## src/logic/drsu_pkg.sv

```systemverilog
package drsu_pkg;

	// Internal bus width of the second-stage adder / accumulator
	localparam int DRSU_BUS_W = 44;

	// Legal ranges for the build-time bit positions
	localparam int DRSU_RND_POS_MIN = 6;
	localparam int DRSU_RND_POS_MAX = 21;
	localparam int DRSU_SAT_POS_MIN = 28;
	localparam int DRSU_SAT_POS_MAX = 43;

	// Default positions: 44-bit sum rounded below bit 12, saturated at bit 43
	localparam int DRSU_RND_POS_DEF = 12;
	localparam int DRSU_SAT_POS_DEF = 43;

	// Reset value of the result and overflow registers
	localparam logic [43:0] DRSU_RESULT_RST = 44'h000_0000_0000;
	localparam logic        DRSU_FLAG_RST   = 1'b0;

	// Rounding and saturation flavours, fixed at build time
	typedef enum logic [0:0]
	{
		DRSU_RND_NEAREST_INT  = 1'b0,
		DRSU_RND_NEAREST_EVEN = 1'b1
	} drsu_rnd_mode_type;

	typedef enum logic [0:0]
	{
		DRSU_SAT_ASYMMETRIC = 1'b0,
		DRSU_SAT_SYMMETRIC  = 1'b1
	} drsu_sat_mode_type;

	// Operand signedness as presented by the fabric
	typedef enum logic [1:0]
	{
		DRSU_UU = 2'b00,
		DRSU_US = 2'b01,
		DRSU_SU = 2'b10,
		DRSU_SS = 2'b11
	} drsu_sign_type;

endpackage : drsu_pkg

```

## src/logic/drsu_stage_if.sv

```systemverilog
`timescale 1ns/1ps
`default_nettype none

// Carries one stage's controls and result between top and stage datapath
interface drsu_stage_if;
	import drsu_pkg::*;

	logic [DRSU_BUS_W-1:0] value;
	logic                  signed_val;
	logic                  round_en;
	logic                  sat_en;
	logic [DRSU_BUS_W-1:0] result;
	logic                  overflow;

	modport top
	(
		output value,
		output signed_val,
		output round_en,
		output sat_en,
		input  result,
		input  overflow
	);

	modport stage
	(
		input  value,
		input  signed_val,
		input  round_en,
		input  sat_en,
		output result,
		output overflow
	);

endinterface : drsu_stage_if

`default_nettype wire

```

## src/logic/drsu_stage.sv

```systemverilog
`timescale 1ns/1ps
`default_nettype none

// Combinational round then saturate of one 44-bit value
module drsu_stage
	import drsu_pkg::*;
#(
	parameter drsu_rnd_mode_type RND_MODE = DRSU_RND_NEAREST_INT,
	parameter drsu_sat_mode_type SAT_MODE = DRSU_SAT_ASYMMETRIC,
	parameter int                RND_POS  = DRSU_RND_POS_DEF,
	parameter int                SAT_POS  = DRSU_SAT_POS_DEF
)
(
	// Stage operands and result
	drsu_stage_if.stage st
);

	localparam int W = DRSU_BUS_W;

	// Bit masks derived once from the build-time positions
	localparam logic [W-1:0] LOW_MASK  = (W'(1) << RND_POS) - W'(1);
	localparam logic [W-1:0] HALF      = W'(1) << (RND_POS - 1);
	localparam logic [W-1:0] POS_MAX   = (W'(1) << SAT_POS) - W'(1);
	localparam logic [W-1:0] NEG_MIN   = ~POS_MAX;

	// State of this module is the packed pair of result and flag
	typedef struct packed
	{
		logic [W-1:0] result;
		logic         overflow;
	} drsu_stage_type;

	drsu_stage_type s_nxt;

	// Round, then saturate the rounded value
	always_comb
	begin
		logic [W:0]   ext;
		logic [W:0]   sum;
		logic [W-1:0] rnd;
		logic         tie;
		logic         odd;
		logic         add;
		logic         neg;
		logic [W:0]   lo_lim;
		logic [W:0]   hi_lim;
		ext    = {st.signed_val & st.value[W-1], st.value};
		tie    = (st.value & LOW_MASK) == HALF;
		odd    = st.value[RND_POS];
		// Residue at least half rounds up; even-tie stays put in nearest-even
		add    = (st.value & HALF) != '0;
		if (RND_MODE == DRSU_RND_NEAREST_EVEN && tie && !odd)
		begin
			add = 1'b0;
		end
		// Add half-LSB, then clear the discarded bits
		sum    = ext + {1'b0, HALF};
		if (st.round_en && add)
		begin
			ext = sum;
		end
		if (st.round_en)
		begin
			ext[W-1:0] = ext[W-1:0] & ~LOW_MASK;
		end
		rnd    = ext[W-1:0];
		// Unsigned words are never negative; a carry past the top bit is too large
		neg    = st.signed_val & ext[W];
		// Limits in the extended domain; symmetric floor sits one LSB above
		hi_lim = {1'b0, POS_MAX};
		lo_lim = {1'b1, NEG_MIN};
		if (SAT_MODE == DRSU_SAT_SYMMETRIC)
		begin
			lo_lim = lo_lim + (W+1)'(W'(1) << RND_POS);
		end
		s_nxt.result   = rnd;
		s_nxt.overflow = 1'b0;
		if (st.sat_en)
		begin
			if (!neg && (ext > hi_lim))
			begin
				s_nxt.result   = POS_MAX;
				s_nxt.overflow = 1'b1;
			end
			else if (neg && ($signed(ext) < $signed(lo_lim)))
			begin
				s_nxt.result   = lo_lim[W-1:0];
				s_nxt.overflow = 1'b1;
			end
		end
		else if (!st.signed_val && ext[W])
		begin
			s_nxt.overflow = 1'b1; // Unsigned carry out of the rounding add
		end
	end

	assign st.result   = s_nxt.result;
	assign st.overflow = s_nxt.overflow;

endmodule : drsu_stage

`default_nettype wire

```

## src/logic/drsu_round_sat.sv

```systemverilog
`timescale 1ns/1ps
`default_nettype none

module drsu_round_sat
	import drsu_pkg::*;
#(
	parameter drsu_rnd_mode_type RND_MODE = DRSU_RND_NEAREST_INT,
	parameter drsu_sat_mode_type SAT_MODE = DRSU_SAT_ASYMMETRIC,
	parameter int                RND_POS  = DRSU_RND_POS_DEF,
	parameter int                SAT_POS  = DRSU_SAT_POS_DEF
)
(
	// Clock, enable and clear
	input  wire logic                  mclk,
	input  wire logic                  resetn,
	input  wire logic                  out_ena,
	// Operand signedness
	input  wire logic                  sign_a,
	input  wire logic                  sign_b,
	// First stage (output) value and controls
	input  wire logic [DRSU_BUS_W-1:0] out_value,
	input  wire logic                  out_acc_ovf,
	input  wire logic                  output_round,
	input  wire logic                  output_saturate,
	// Second stage (chainout) value and controls
	input  wire logic [DRSU_BUS_W-1:0] chain_value,
	input  wire logic                  chainout_round,
	input  wire logic                  chainout_saturate,
	// Registered results
	output logic      [DRSU_BUS_W-1:0] out_result,
	output logic                       out_overflow,
	output logic      [DRSU_BUS_W-1:0] chain_result,
	output logic                       chain_overflow
);

	// Positions must fall in the configurable windows of the bus
	if (RND_POS < DRSU_RND_POS_MIN || RND_POS > DRSU_RND_POS_MAX)
	begin : g_bad_rnd_pos
		$error("drsu_round_sat: round position out of range");
	end
	if (SAT_POS < DRSU_SAT_POS_MIN || SAT_POS > DRSU_SAT_POS_MAX)
	begin : g_bad_sat_pos
		$error("drsu_round_sat: saturate position out of range");
	end

	// All registered state of the block
	typedef struct packed
	{
		logic [DRSU_BUS_W-1:0] out_result;
		logic                  out_overflow;
		logic [DRSU_BUS_W-1:0] chain_result;
		logic                  chain_overflow;
	} drsu_state_type;

	drsu_state_type s_r;
	drsu_state_type s_nxt;

	// Result is signed when either operand is signed
	function automatic logic drsu_is_signed(input drsu_sign_type sg);
		drsu_is_signed = (sg != DRSU_UU);
	endfunction : drsu_is_signed

	logic          res_signed;
	drsu_sign_type sign_sel;

	assign sign_sel   = drsu_sign_type'({sign_a, sign_b});
	assign res_signed = drsu_is_signed(sign_sel);

	drsu_stage_if out_if ();
	drsu_stage_if chain_if ();

	// Controls sampled fresh each cycle, no holding
	assign out_if.value        = out_value;
	assign out_if.signed_val   = res_signed;
	assign out_if.round_en     = output_round;
	assign out_if.sat_en       = output_saturate;
	assign chain_if.value      = chain_value;
	assign chain_if.signed_val = res_signed;
	assign chain_if.round_en   = chainout_round;
	assign chain_if.sat_en     = chainout_saturate;

	// First stage round/saturate
	drsu_stage #(
		.RND_MODE (RND_MODE),
		.SAT_MODE (SAT_MODE),
		.RND_POS  (RND_POS),
		.SAT_POS  (SAT_POS)
	) u_out_stage (
		.st (out_if.stage)
	);

	// Second (chainout) stage round/saturate
	drsu_stage #(
		.RND_MODE (RND_MODE),
		.SAT_MODE (SAT_MODE),
		.RND_POS  (RND_POS),
		.SAT_POS  (SAT_POS)
	) u_chain_stage (
		.st (chain_if.stage)
	);

	// Next state: load on enable, otherwise hold
	always_comb
	begin
		s_nxt = s_r;
		if (out_ena)
		begin
			s_nxt.out_result     = out_if.result;
			s_nxt.out_overflow   = out_if.overflow | out_acc_ovf;
			s_nxt.chain_result   = chain_if.result;
			s_nxt.chain_overflow = chain_if.overflow;
		end
	end

	// Single output register bank; no added latency
	always_ff @(posedge mclk or negedge resetn)
	begin
		if (!resetn)
		begin
			s_r.out_result     <= DRSU_RESULT_RST;
			s_r.out_overflow   <= DRSU_FLAG_RST;
			s_r.chain_result   <= DRSU_RESULT_RST;
			s_r.chain_overflow <= DRSU_FLAG_RST;
		end
		else
		begin
			s_r <= s_nxt;
		end
	end

	assign out_result     = s_r.out_result;
	assign out_overflow   = s_r.out_overflow;
	assign chain_result   = s_r.chain_result;
	assign chain_overflow = s_r.chain_overflow;

endmodule : drsu_round_sat

`default_nettype wire

```

## config.mk

```make
export PLATFORM = sky130hd
export DESIGN_NAME = drsu_round_sat
export DESIGN_NICKNAME = d
export VERILOG_FILES = /design/src/logic/drsu_pkg.sv /design/src/logic/drsu_stage_if.sv /design/src/logic/drsu_stage.sv /design/src/logic/drsu_round_sat.sv
export SDC_FILE = /design/constraint.sdc
export NUM_CORES = 1
export LEC_CHECK = 0
export BUFFER_PORTS_ARGS = -buffer_cell sky130_fd_sc_hd__buf_4
export CAP_MARGIN = 20
export CORE_MARGIN = 5
export CORE_UTILIZATION = 46
export DETAILED_ROUTE_END_ITERATION = 7
export PLACE_DENSITY = 0.78
export SLEW_MARGIN = 25
export SYNTH_ARGS = -nofsm -noshare
export SYNTH_HDL_FRONTEND = slang
export SYNTH_SLANG_ARGS = --single-unit
```

## constraint.sdc

```tcl
create_clock -name mclk -period 0.9 [get_ports mclk]
set_clock_uncertainty 0.2 [all_clocks]
set_input_delay 0.18 -clock mclk [delete_from_list [all_inputs] [get_ports mclk]]
set_output_delay 0.18 -clock mclk [all_outputs]
set_load 0.03 [all_outputs]
```

**Word-level counts from Yosys, hierarchy flattened**

Cells that the tools add are included.

- Bitwise gates (word level): 5
- Order comparisons: 4
- Multiplexer cells: 14
- Reductions and logical operators: 12
- Add/subtract/negate cells: 2

Operator list:

| operator | number |
|---|---|
| $mux 45 | 6 |
| $add 45x12->45 const B | 2 |
| $gt 45x43->1 const B | 2 |
| $lt 45x44->1 const B | 2 |
| $mux 44 | 2 |
| $mux 12 | 2 |
| $logic_and 1x1->1 | 8 |
| $and 1x1->1 | 4 |
| $mux 1 | 4 |
| $logic_not 1->1 | 3 |
| $reduce_bool 2->1 | 1 |
| $or 1x1->1 | 1 |

- Word-level logic and storage cells: 41
- Flip-flop bits (word level): 90
- Output and inout port bits: 90
- Bits of input ports: 98

**Logic depth before layout (Yosys ltp)**

Gate-level depths: netlist (run 1).

- Depth after elaboration: 11
- Gate-level depth with buffers: 9
- Mapped depth without buffers: 7

**Hierarchy**

Synthesis (run 1) repeated with hierarchy kept, for this count alone.

- Cells, all modules: 601
- Area total of the unflattened synthesis: 6477.5 µm²

By module, submodules not included:

| module | times used | cells an instance | area an instance (µm²) | seq. area each (µm²) |
|---|---|---|---|---|
| drsu_round_sat | 1 | 193 | 3794.9 | 2252.2 |
| drsu_stage | 2 | 204 | 1341.3 | 0.0 |

**Worst setup path before layout (run 1)**

Ideal clock, no wire load.

- Path type: in2reg
- Start point: input out_value[11]
- End point: register out_result[24] (netlist name)
- Data arrival time: 2067 ps
- Library setup time: 156 ps
- Path buffers: 1
- Stages on the path: 8
- Required time: 544 ps
- Slack: -1523 ps
- Cells stage by stage: ha_1 and4_1 nor4b_4 nand3_1 o21ba_2 o211ai_4 clkbuf_2 o221ai_1

- Cells in the longest elaborated chain, start to end: 8
- Elaborated cells on any way between the ends: 13
- Classes of those cells: add/sub: 1; order compare: 2; mux: 5; bitwise: 1; reduce/logical: 4

Ends and longest elaborated chain:

| element | RTL line | text |
|---|---|---|
| start: declaration | drsu_round_sat.sv:21 | `input wire logic [DRSU_BUS_W-1:0] out_value,` |
| $add 45x12->45 / $logic_and 1x1->1 (equally long branches) | drsu_stage.sv:57, drsu_stage.sv:58 |  |
| $mux 45 * | drsu_stage.sv:58 | `if (st.round_en && add)` |
| $mux 12 | drsu_stage.sv:62 | `if (st.round_en)` |
| $lt 45x44->1 | drsu_stage.sv:85 | `else if (neg && ($signed(ext) < $signed(lo_lim)))` |
| $logic_and 1x1->1 | drsu_stage.sv:85 |  |
| $mux 45 | drsu_stage.sv:85 |  |
| $mux 45 | drsu_stage.sv:80 | `if (!neg && (ext > hi_lim))` |
| $mux 44 * | drsu_stage.sv:78 | `if (st.sat_en)` |

Every way passes the cells marked *; elsewhere a longest branch is shown, timed or not.
A chain may end at the register's enable or synchronous reset.

**Worst setup path in the final report (run 1)**

- Start point: input out_value[15]
- End point: register out_result[42] (netlist name)

- Cells in the longest elaborated chain, start to end: 7
- Elaborated cells on any way between the ends: 11
- Classes of those cells: add/sub: 1; order compare: 2; mux: 4; bitwise: 1; reduce/logical: 3

Ends and longest elaborated chain:

| element | RTL line | text |
|---|---|---|
| $add 45x12->45 | drsu_stage.sv:57 | `sum = ext + {1'b0, HALF};` |
| $mux 45 * | drsu_stage.sv:58 |  |
| $lt 45x44->1 / $and 1x1->1 (equally long branches) | drsu_stage.sv:85, drsu_stage.sv:68 |  |
| $logic_and 1x1->1 / $logic_not 1->1 (equally long branches) | drsu_stage.sv:85, drsu_stage.sv:80 |  |
| $mux 45 / $logic_and 1x1->1 (equally long branches) | drsu_stage.sv:85, drsu_stage.sv:80 |  |
| $mux 45 | drsu_stage.sv:80 |  |
| $mux 44 * | drsu_stage.sv:78 |  |

Marks and branches as above.

==> results.yml, run 1 <==
routing:
  wl_um: 27800
  first_pass_iters: 6
  antenna_left: 0
  drc: 0
  vias: 7085
  wire_per_inst_um: 24.5
  drtIter0Drc: 739
  viasPerCell: 6.24
logic_synthesis:
  yosysMostFrequentCell: "dfrtp_1"
  avgSynthCellArea_um2: 9.02
  syn_area_um2: 5270
  synth_edf_count: 0
  synth_area_leaders: "dfrtp_1, xnor2_1, o21ai_0"
  synth_top_family_by_area: "simple AND/OR/NAND/NOR gates"
  synth-compound-area-share: 0.150
  ys.flop_type: "dfrtp_1"
  muxShareOfSynthArea: 0.0418
  synth-seq-cells: 90
  syn_nets: 684
  ys_top_cells_by_count: "dfrtp_1, nand2_1, o21ai_0, inv_1, xnor2_1"
  synthXorXnorAreaFrac: 0.0964
  synth_top_area_share: 0.428
  synthSimpleGateAreaFrac: 0.215
  synth_cell_types: 50
  synth.largest_area_cell: "dfrtp_1"
  synth_adder_area_share: 0.00475
  async_flop_share: 1.00
  yosys_warnings: 0
  syn-instance-count: 584
  ys_seq_area_frac: 0.428
cells_and_area:
  num-nets-final: 1087
  drive_above_1_share: 0.542
  antenna-diode-count: 0
  syn_to_final_growth_pct: 93.0
  final_area_um2: 10200
min_path:
  min_to: "out_overflow"
  hold_class: "in2reg"
  holdPathStages: 3
  hold_start: "out_acc_ovf"
die:
  rows: 39
  coreArea_um2: 11300
  start_util: 0.465
  die-width_um: 117
  fp.dieH_um: 117
  fp.dieArea_um2: 13700
  ios: 188
grt:
  first_global_vias: 7038
  grt_antenna_before_repair: 0
  gr-total-overflow: 0
  track_usage: 0.348
  grt_pass1_wl_um: 36200
  grt_max_degree: 41
sta:
  hold_viol_final: 9
  worst_slew_pin_slew_ns: 0.552
  final.period_utilization: 2.45
  period_needed_ns: 2.21
  setup_viol: 180
  whs_ns: -0.0737
  tns_ns: -135.78
  max_slew_margin: 0.631
  rsz0062_at_grt: "yes"
  setup_slack_ns: -1.31
  fmax_mhz: 453
  drv_slew: 0
critical_path:
  r2r_setup_slack_ns: -0.35
  worst_ep_arrival_time_ns: 2.30
  r2r-start: "out_result[32]"
  end_kind: "register"
  worstPathMaxFanout: 6
  rr_endpoint: "out_result[32]"
  critPathKind: "in2reg"
  start_kind: "primary input"
  reg2reg_depth: 4
  worst_ep_required_time_ns: 0.99
clock_network:
  cts.sinks: 90
  clockBufferDepth: 2
  clk_pin_slew_ns: 0.07
  cts_tree: "yes"
  hold_buffers: 1
  cts_buffers: 9
  clk_latency_ns: 0.36
  ctsHtreeMaxLevel: 3
  cts_root_buffer: "clkbuf_16"
placement:
  port_buffers: 187
  gp_congestion: 0.921
  dpl_cell_area_um2: 7860
  hpwl_um: 13300
flow_run:
  maxCapViolations: 0
status:
  status: "complete, but fails checks"
  violations: "hold timing, setup timing"
power_and_ir_drop:
  peakVddDrop_v: 0.00136
  p_seq_frac: 0.348
  power.total_w: 0.0139
  p_switching_w: 0.00488
  comb_power_share: 0.359
  intPower_w: 0.00905
  swShare: 0.350
  p_per_area_nw_per_um2: 1370
  clock_power_share: 0.292
  p_leak_nw: 4.81
==> metal layers <==
| metal | part of all wire | track usage |
|---|---|---|
| met1 | 0.32 | 0.367 |
| met2 | 0.50 | 0.611 |
| met3 | 0.096 | 0.0740 |
| met4 | 0.084 | 0.250 |
| met5 | 0 | 0 |
==> power groups by stage <==
stage	Combinational (W)	Clock, W	Sequential, W
6_report	0.00500	0.00407	0.00485
5_1_grt	0.00520	0.00420	0.00488
4_1_cts	0.00435	0.00393	0.00481
3_5_place_dp	0.00358	0	0.00481
3_3_place_gp	0.00349	0	0.00479
2_1_floorplan	0.000838	0	0.00562
==> state kept, by name (all words and copies together), names as in the netlist <==
register,flops
chain_overflow,1
out_overflow,1
chain_result,44
out_result,44
==> stage by stage <==
stage	setup WS, ns	cells	utilization	hold WS [ns]
after floorplan	-1.35	584	-	-0.316
after global placement	-1.48	1018	0.694	-0.173
after detailed placement	-1.59	1018	0.694	-0.171
after CTS	-1.12	1110	0.859	-0.0989
after global routing	-1.32	1135	0.898	-0.0637
final	-1.31	1135	0.898	-0.0737
==> logic make-up (layout without fill, tap and decap cells) <==
group / count (synthesis) / after routing
AO/OA/AOI/OAI: 120 / 120
XOR/XNOR: 58 / 58
adder cells (fa/ha/maj): 2 / 2
buffers and inverters: 78 / 486
flip-flops: 90 / 90
multiplexers: 22 / 22
AND/OR/NAND/NOR: 214 / 214
==> final cells by class <==
cell class | count | area, µm²
fill | 423 | 1160
clock inverter | 7 | 76.3
sequential | 90 | 2250
multi-input combinational | 416 | 3260
clock buffer | 9 | 225
tap | 143 | 179
inverter | 48 | 180
timing repair buffer | 422 | 3990
==> critical path, stage by stage <==
cell and delay (ns):
buf_4 0.10, buf_6 0.12, nand4_1 0.27, nor4_4 0.31, buf_4 0.20, buf_6 0.10
buf_6 0.09, buf_6 0.11, nand4_1 0.15, xnor2_2 0.31, mux2i_1 0.20, o21ai_2 0.15
==> cells in the final DEF, fill, tap and decap left out, types with 4 or more instances in the layout <==
cell type | Yosys | layout
buf_12 | 0 | 11
clkbuf_16 | 0 | 10
nand2_2 | 0 | 16
nand2_4 | 0 | 10
buf_8 | 0 | 5
buf_6 | 5 | 124
and4_1 | 11 | 9
nand4_1 | 25 | 25
inv_1 | 48 | 48
nor3_1 | 7 | 4
mux2i_1 | 22 | 22
nand2_1 | 76 | 50
buf_16 | 0 | 8
o21ai_0 | 68 | 55
dfrtp_1 | 90 | 90
buf_4 | 1 | 272
o221ai_4 | 0 | 7
nor4_1 | 5 | 4
xor2_1 | 19 | 19
a21oi_1 | 8 | 7
o21ai_2 | 4 | 16
xnor2_1 | 39 | 38
and3_1 | 12 | 12
nor2_1 | 34 | 34
o221ai_2 | 0 | 14
nand3_1 | 26 | 21
==> worst max path at each step <==
stage | depth (start not counted) | to | startpoint | slack (ns)
2_1_floorplan | 7 | chain_result[22] | chain_value[23] | -1.35
3_3_place_gp | 7 | out_result[38] | out_value[11] | -1.48
3_5_place_dp | 7 | out_result[40] | out_value[11] | -1.59
4_1_cts | 10 | chain_result[42] | chain_value[11] | -1.12
5_1_grt | 12 | out_result[42] | out_value[15] | -1.32
6_report | 12 | out_result[42] | out_value[15] | -1.31
==> repair_timing <==
| item | in CTS | in global routing |
|---|---|---|
| gates cloned | 11 | 1 |
| setup endpoints to repair | 180 | 220 |
| setup buffers | 65 | 33 |
| pin swaps | 42 | 28 |
| hold endpoints to repair | 110 | 2 |
| resized for setup | 192 | 72 |
Power figures use the tool's default switching activity.
==> run 2: changes to the inputs <==
Settings changed: CAP_MARGIN 20 to not set, CORE_UTILIZATION 46 to 51, PLACE_DENSITY 0.78 to 0.82.
Clock period 0.9 ns to 2.31 ns, I/O delays scaled along.
==> run 2 against run 1 <==
Effect of this change:
- the run now ends clean
- worst setup slack gained 1.4 ns
- sequential cell count unchanged
- worst hold slack better by 0.24 ns
- combinational power shrank 73%
- clock power fell by 75%
- clock-buffer cell count is the same
- cell count down 12%
- global-route usage decreased by 8.2 points
- via count is 22% lower
- sequential power shrank 62%
- register-to-register slack improved by 1.6 ns
- critical path type unchanged
- largest cell class is now multi-input gates
- highest routed layer unchanged
==> results.yml, run 2 (synthesis gave the netlist of run 1 again) <==
die:
  ios: 188
  rows: 37
  die-width_um: 112
  coreArea_um2: 10200
  start_util: 0.517
  fp.dieH_um: 112
  fp.dieArea_um2: 12500
clock_network:
  ctsHtreeMaxLevel: 3
  cts_tree: "yes"
  cts_setup_buffers: 0
  cts.sinks: 90
  clk_latency_ns: 0.36
  clk_pin_slew_ns: 0.10
  cts_root_buffer: "clkbuf_8"
  clockBufferDepth: 2
  cts_buffers: 9
sta:
  worst_slew_pin_slew_ns: 0.498
  drv_slew: 0
  setup_viol: 0
  hold_viol_final: 0
  rsz0062_at_grt: "no"
  whs_ns: 0.169
  period_needed_ns: 2.23
  fmax_mhz: 448
  final.period_utilization: 0.967
  max_slew_margin: 0.667
critical_path:
  reg2reg_depth: 3
  start_kind: "primary input"
  worstPathCellList: "buf_4 > ha_2 > nand3_2 > nor4_4 > nand2_1 > or3_4 > o31ai_4 > buf_12 > o221ai_1"
  crit_end: "chain_result[40]"
  critPathKind: "in2reg"
  end_kind: "register"
  worstPathMaxFanout: 15
  r2r_setup_slack_ns: 1.28
  worst-path-stages: 9
  critPathLaunch: "chain_value[11]"
  worst_ep_required_time_ns: 2.33
  worstPathBufferInverterCount: 2
  crit_family: "simple AND/OR/NAND/NOR gates"
  critPathSlowestCell: "or3_4"
  worst_ep_arrival_time_ns: 2.26
  rr_endpoint: "out_result[43]"
  r2r-start: "out_result[43]"
  critPathMaxStageDelay_ns: 0.37
power_and_ir_drop:
  power.total_w: 0.00419
  peakVddDrop_v: 0.000321
  p_leak_nw: 3.78
  p_per_area_nw_per_um2: 538
routing:
  vias: 5501
  wl_um: 16500
  first_pass_iters: 5
  wire_per_inst_um: 16.5
  drtIter0Drc: 300
  viasPerCell: 5.49
  drc: 0
  antenna_left: 0
placement:
  hpwl_um: 13000
  port_buffers: 187
  gp_congestion: 0.918
flow_run:
  maxCapViolations: 0
grt:
  first_global_vias: 5726
  grt_antenna_before_repair: 0
  gr-total-overflow: 0
  grt_pass1_wl_um: 27300
  grt_max_degree: 45
  track_usage: 0.266
cells_and_area:
  num-nets-final: 961
  syn_to_final_growth_pct: 47.7
  multi_input_area_um2: 2730
  final_cell_mix: "buf_4, dfrtp_1, nand2_1"
  reg.largest.list: "chain_result: 44 flops, out_result: 44 flops"
  n_fill_cell: 721
  regArea_um2: 2250
  final_common_cell: "buf_4"
  drive_above_1_share: 0.389
  antenna-diode-count: 0
min_path:
  hold_class: "in2reg"
status:
  status: "finished clean"
## run 2: power by group
| group | internal (W) | switching (W) | leakage (nW) |
|---|---|---|---|
| registers | 0.00174 | 0.000104 | 1.04 |
| logic | 0.000566 | 0.000774 | 2.65 |
| clock network | 0.000398 | 0.000604 | 0.0822 |
## run 2: tightest hold or removal path: cells and delay by family
kind                   cells  cell delay [ns]
AO/OA/AOI/OAI              2             0.15
buffers and inverters      1             0.08
## run 2: routing by layer
metal,part of all wire,vias up,track usage
li1,-,2591,-
met1,0.39,2637,0.326
met2,0.51,229,0.456
met3,0.075,44,0.0543
met4,0.027,0,0.109
met5,0,-,0
## run 2: layout make-up
class,count,area share
clock inverters,7,0.00692
well taps,136,0.0219
multi-input cells,416,0.350
inverters,48,0.0232
flip-flops and latches,90,0.289
clock buffers,9,0.0159
repair buffers,296,0.292
## run 2: worst min path at each step
stage | slack [ns] | cells after the start | end | startpoint
after detailed placement | 0.25 | 1 | out_result[32] | resetn
after floorplan | -0.03 | 0 | chain_overflow | resetn
after global placement | 0.24 | 1 | chain_result[41] | resetn
final | 0.17 | 3 | out_overflow | out_acc_ovf
after global routing | 0.19 | 3 | out_overflow | out_acc_ovf
after CTS | 0.16 | 3 | out_overflow | out_acc_ovf
## run 2: stage by stage
step / worst slack, ns / util / cell area (µm²) / cells / TNS, ns
finish: 0.0758 / 0.764 / 7780 / 1002 / 0
global route: 0.000329 / 0.764 / 7780 / 1002 / 0
global placement: -0.263 / 0.744 / 7580 / 985 / -15.46
CTS: 0.00326 / 0.763 / 7770 / 1002 / 0
floorplan: -0.226 / - / 5320 / 584 / -11.62
detailed placement: -0.353 / 0.744 / 7580 / 985 / -19.49
## run 2: what timing repair did
item | CTS | global route
resized for setup | 0 | 6
setup endpoints to repair | 0 | 38
hold buffers | 1 | 0
endpoints found under the hold margin | 32 | 0
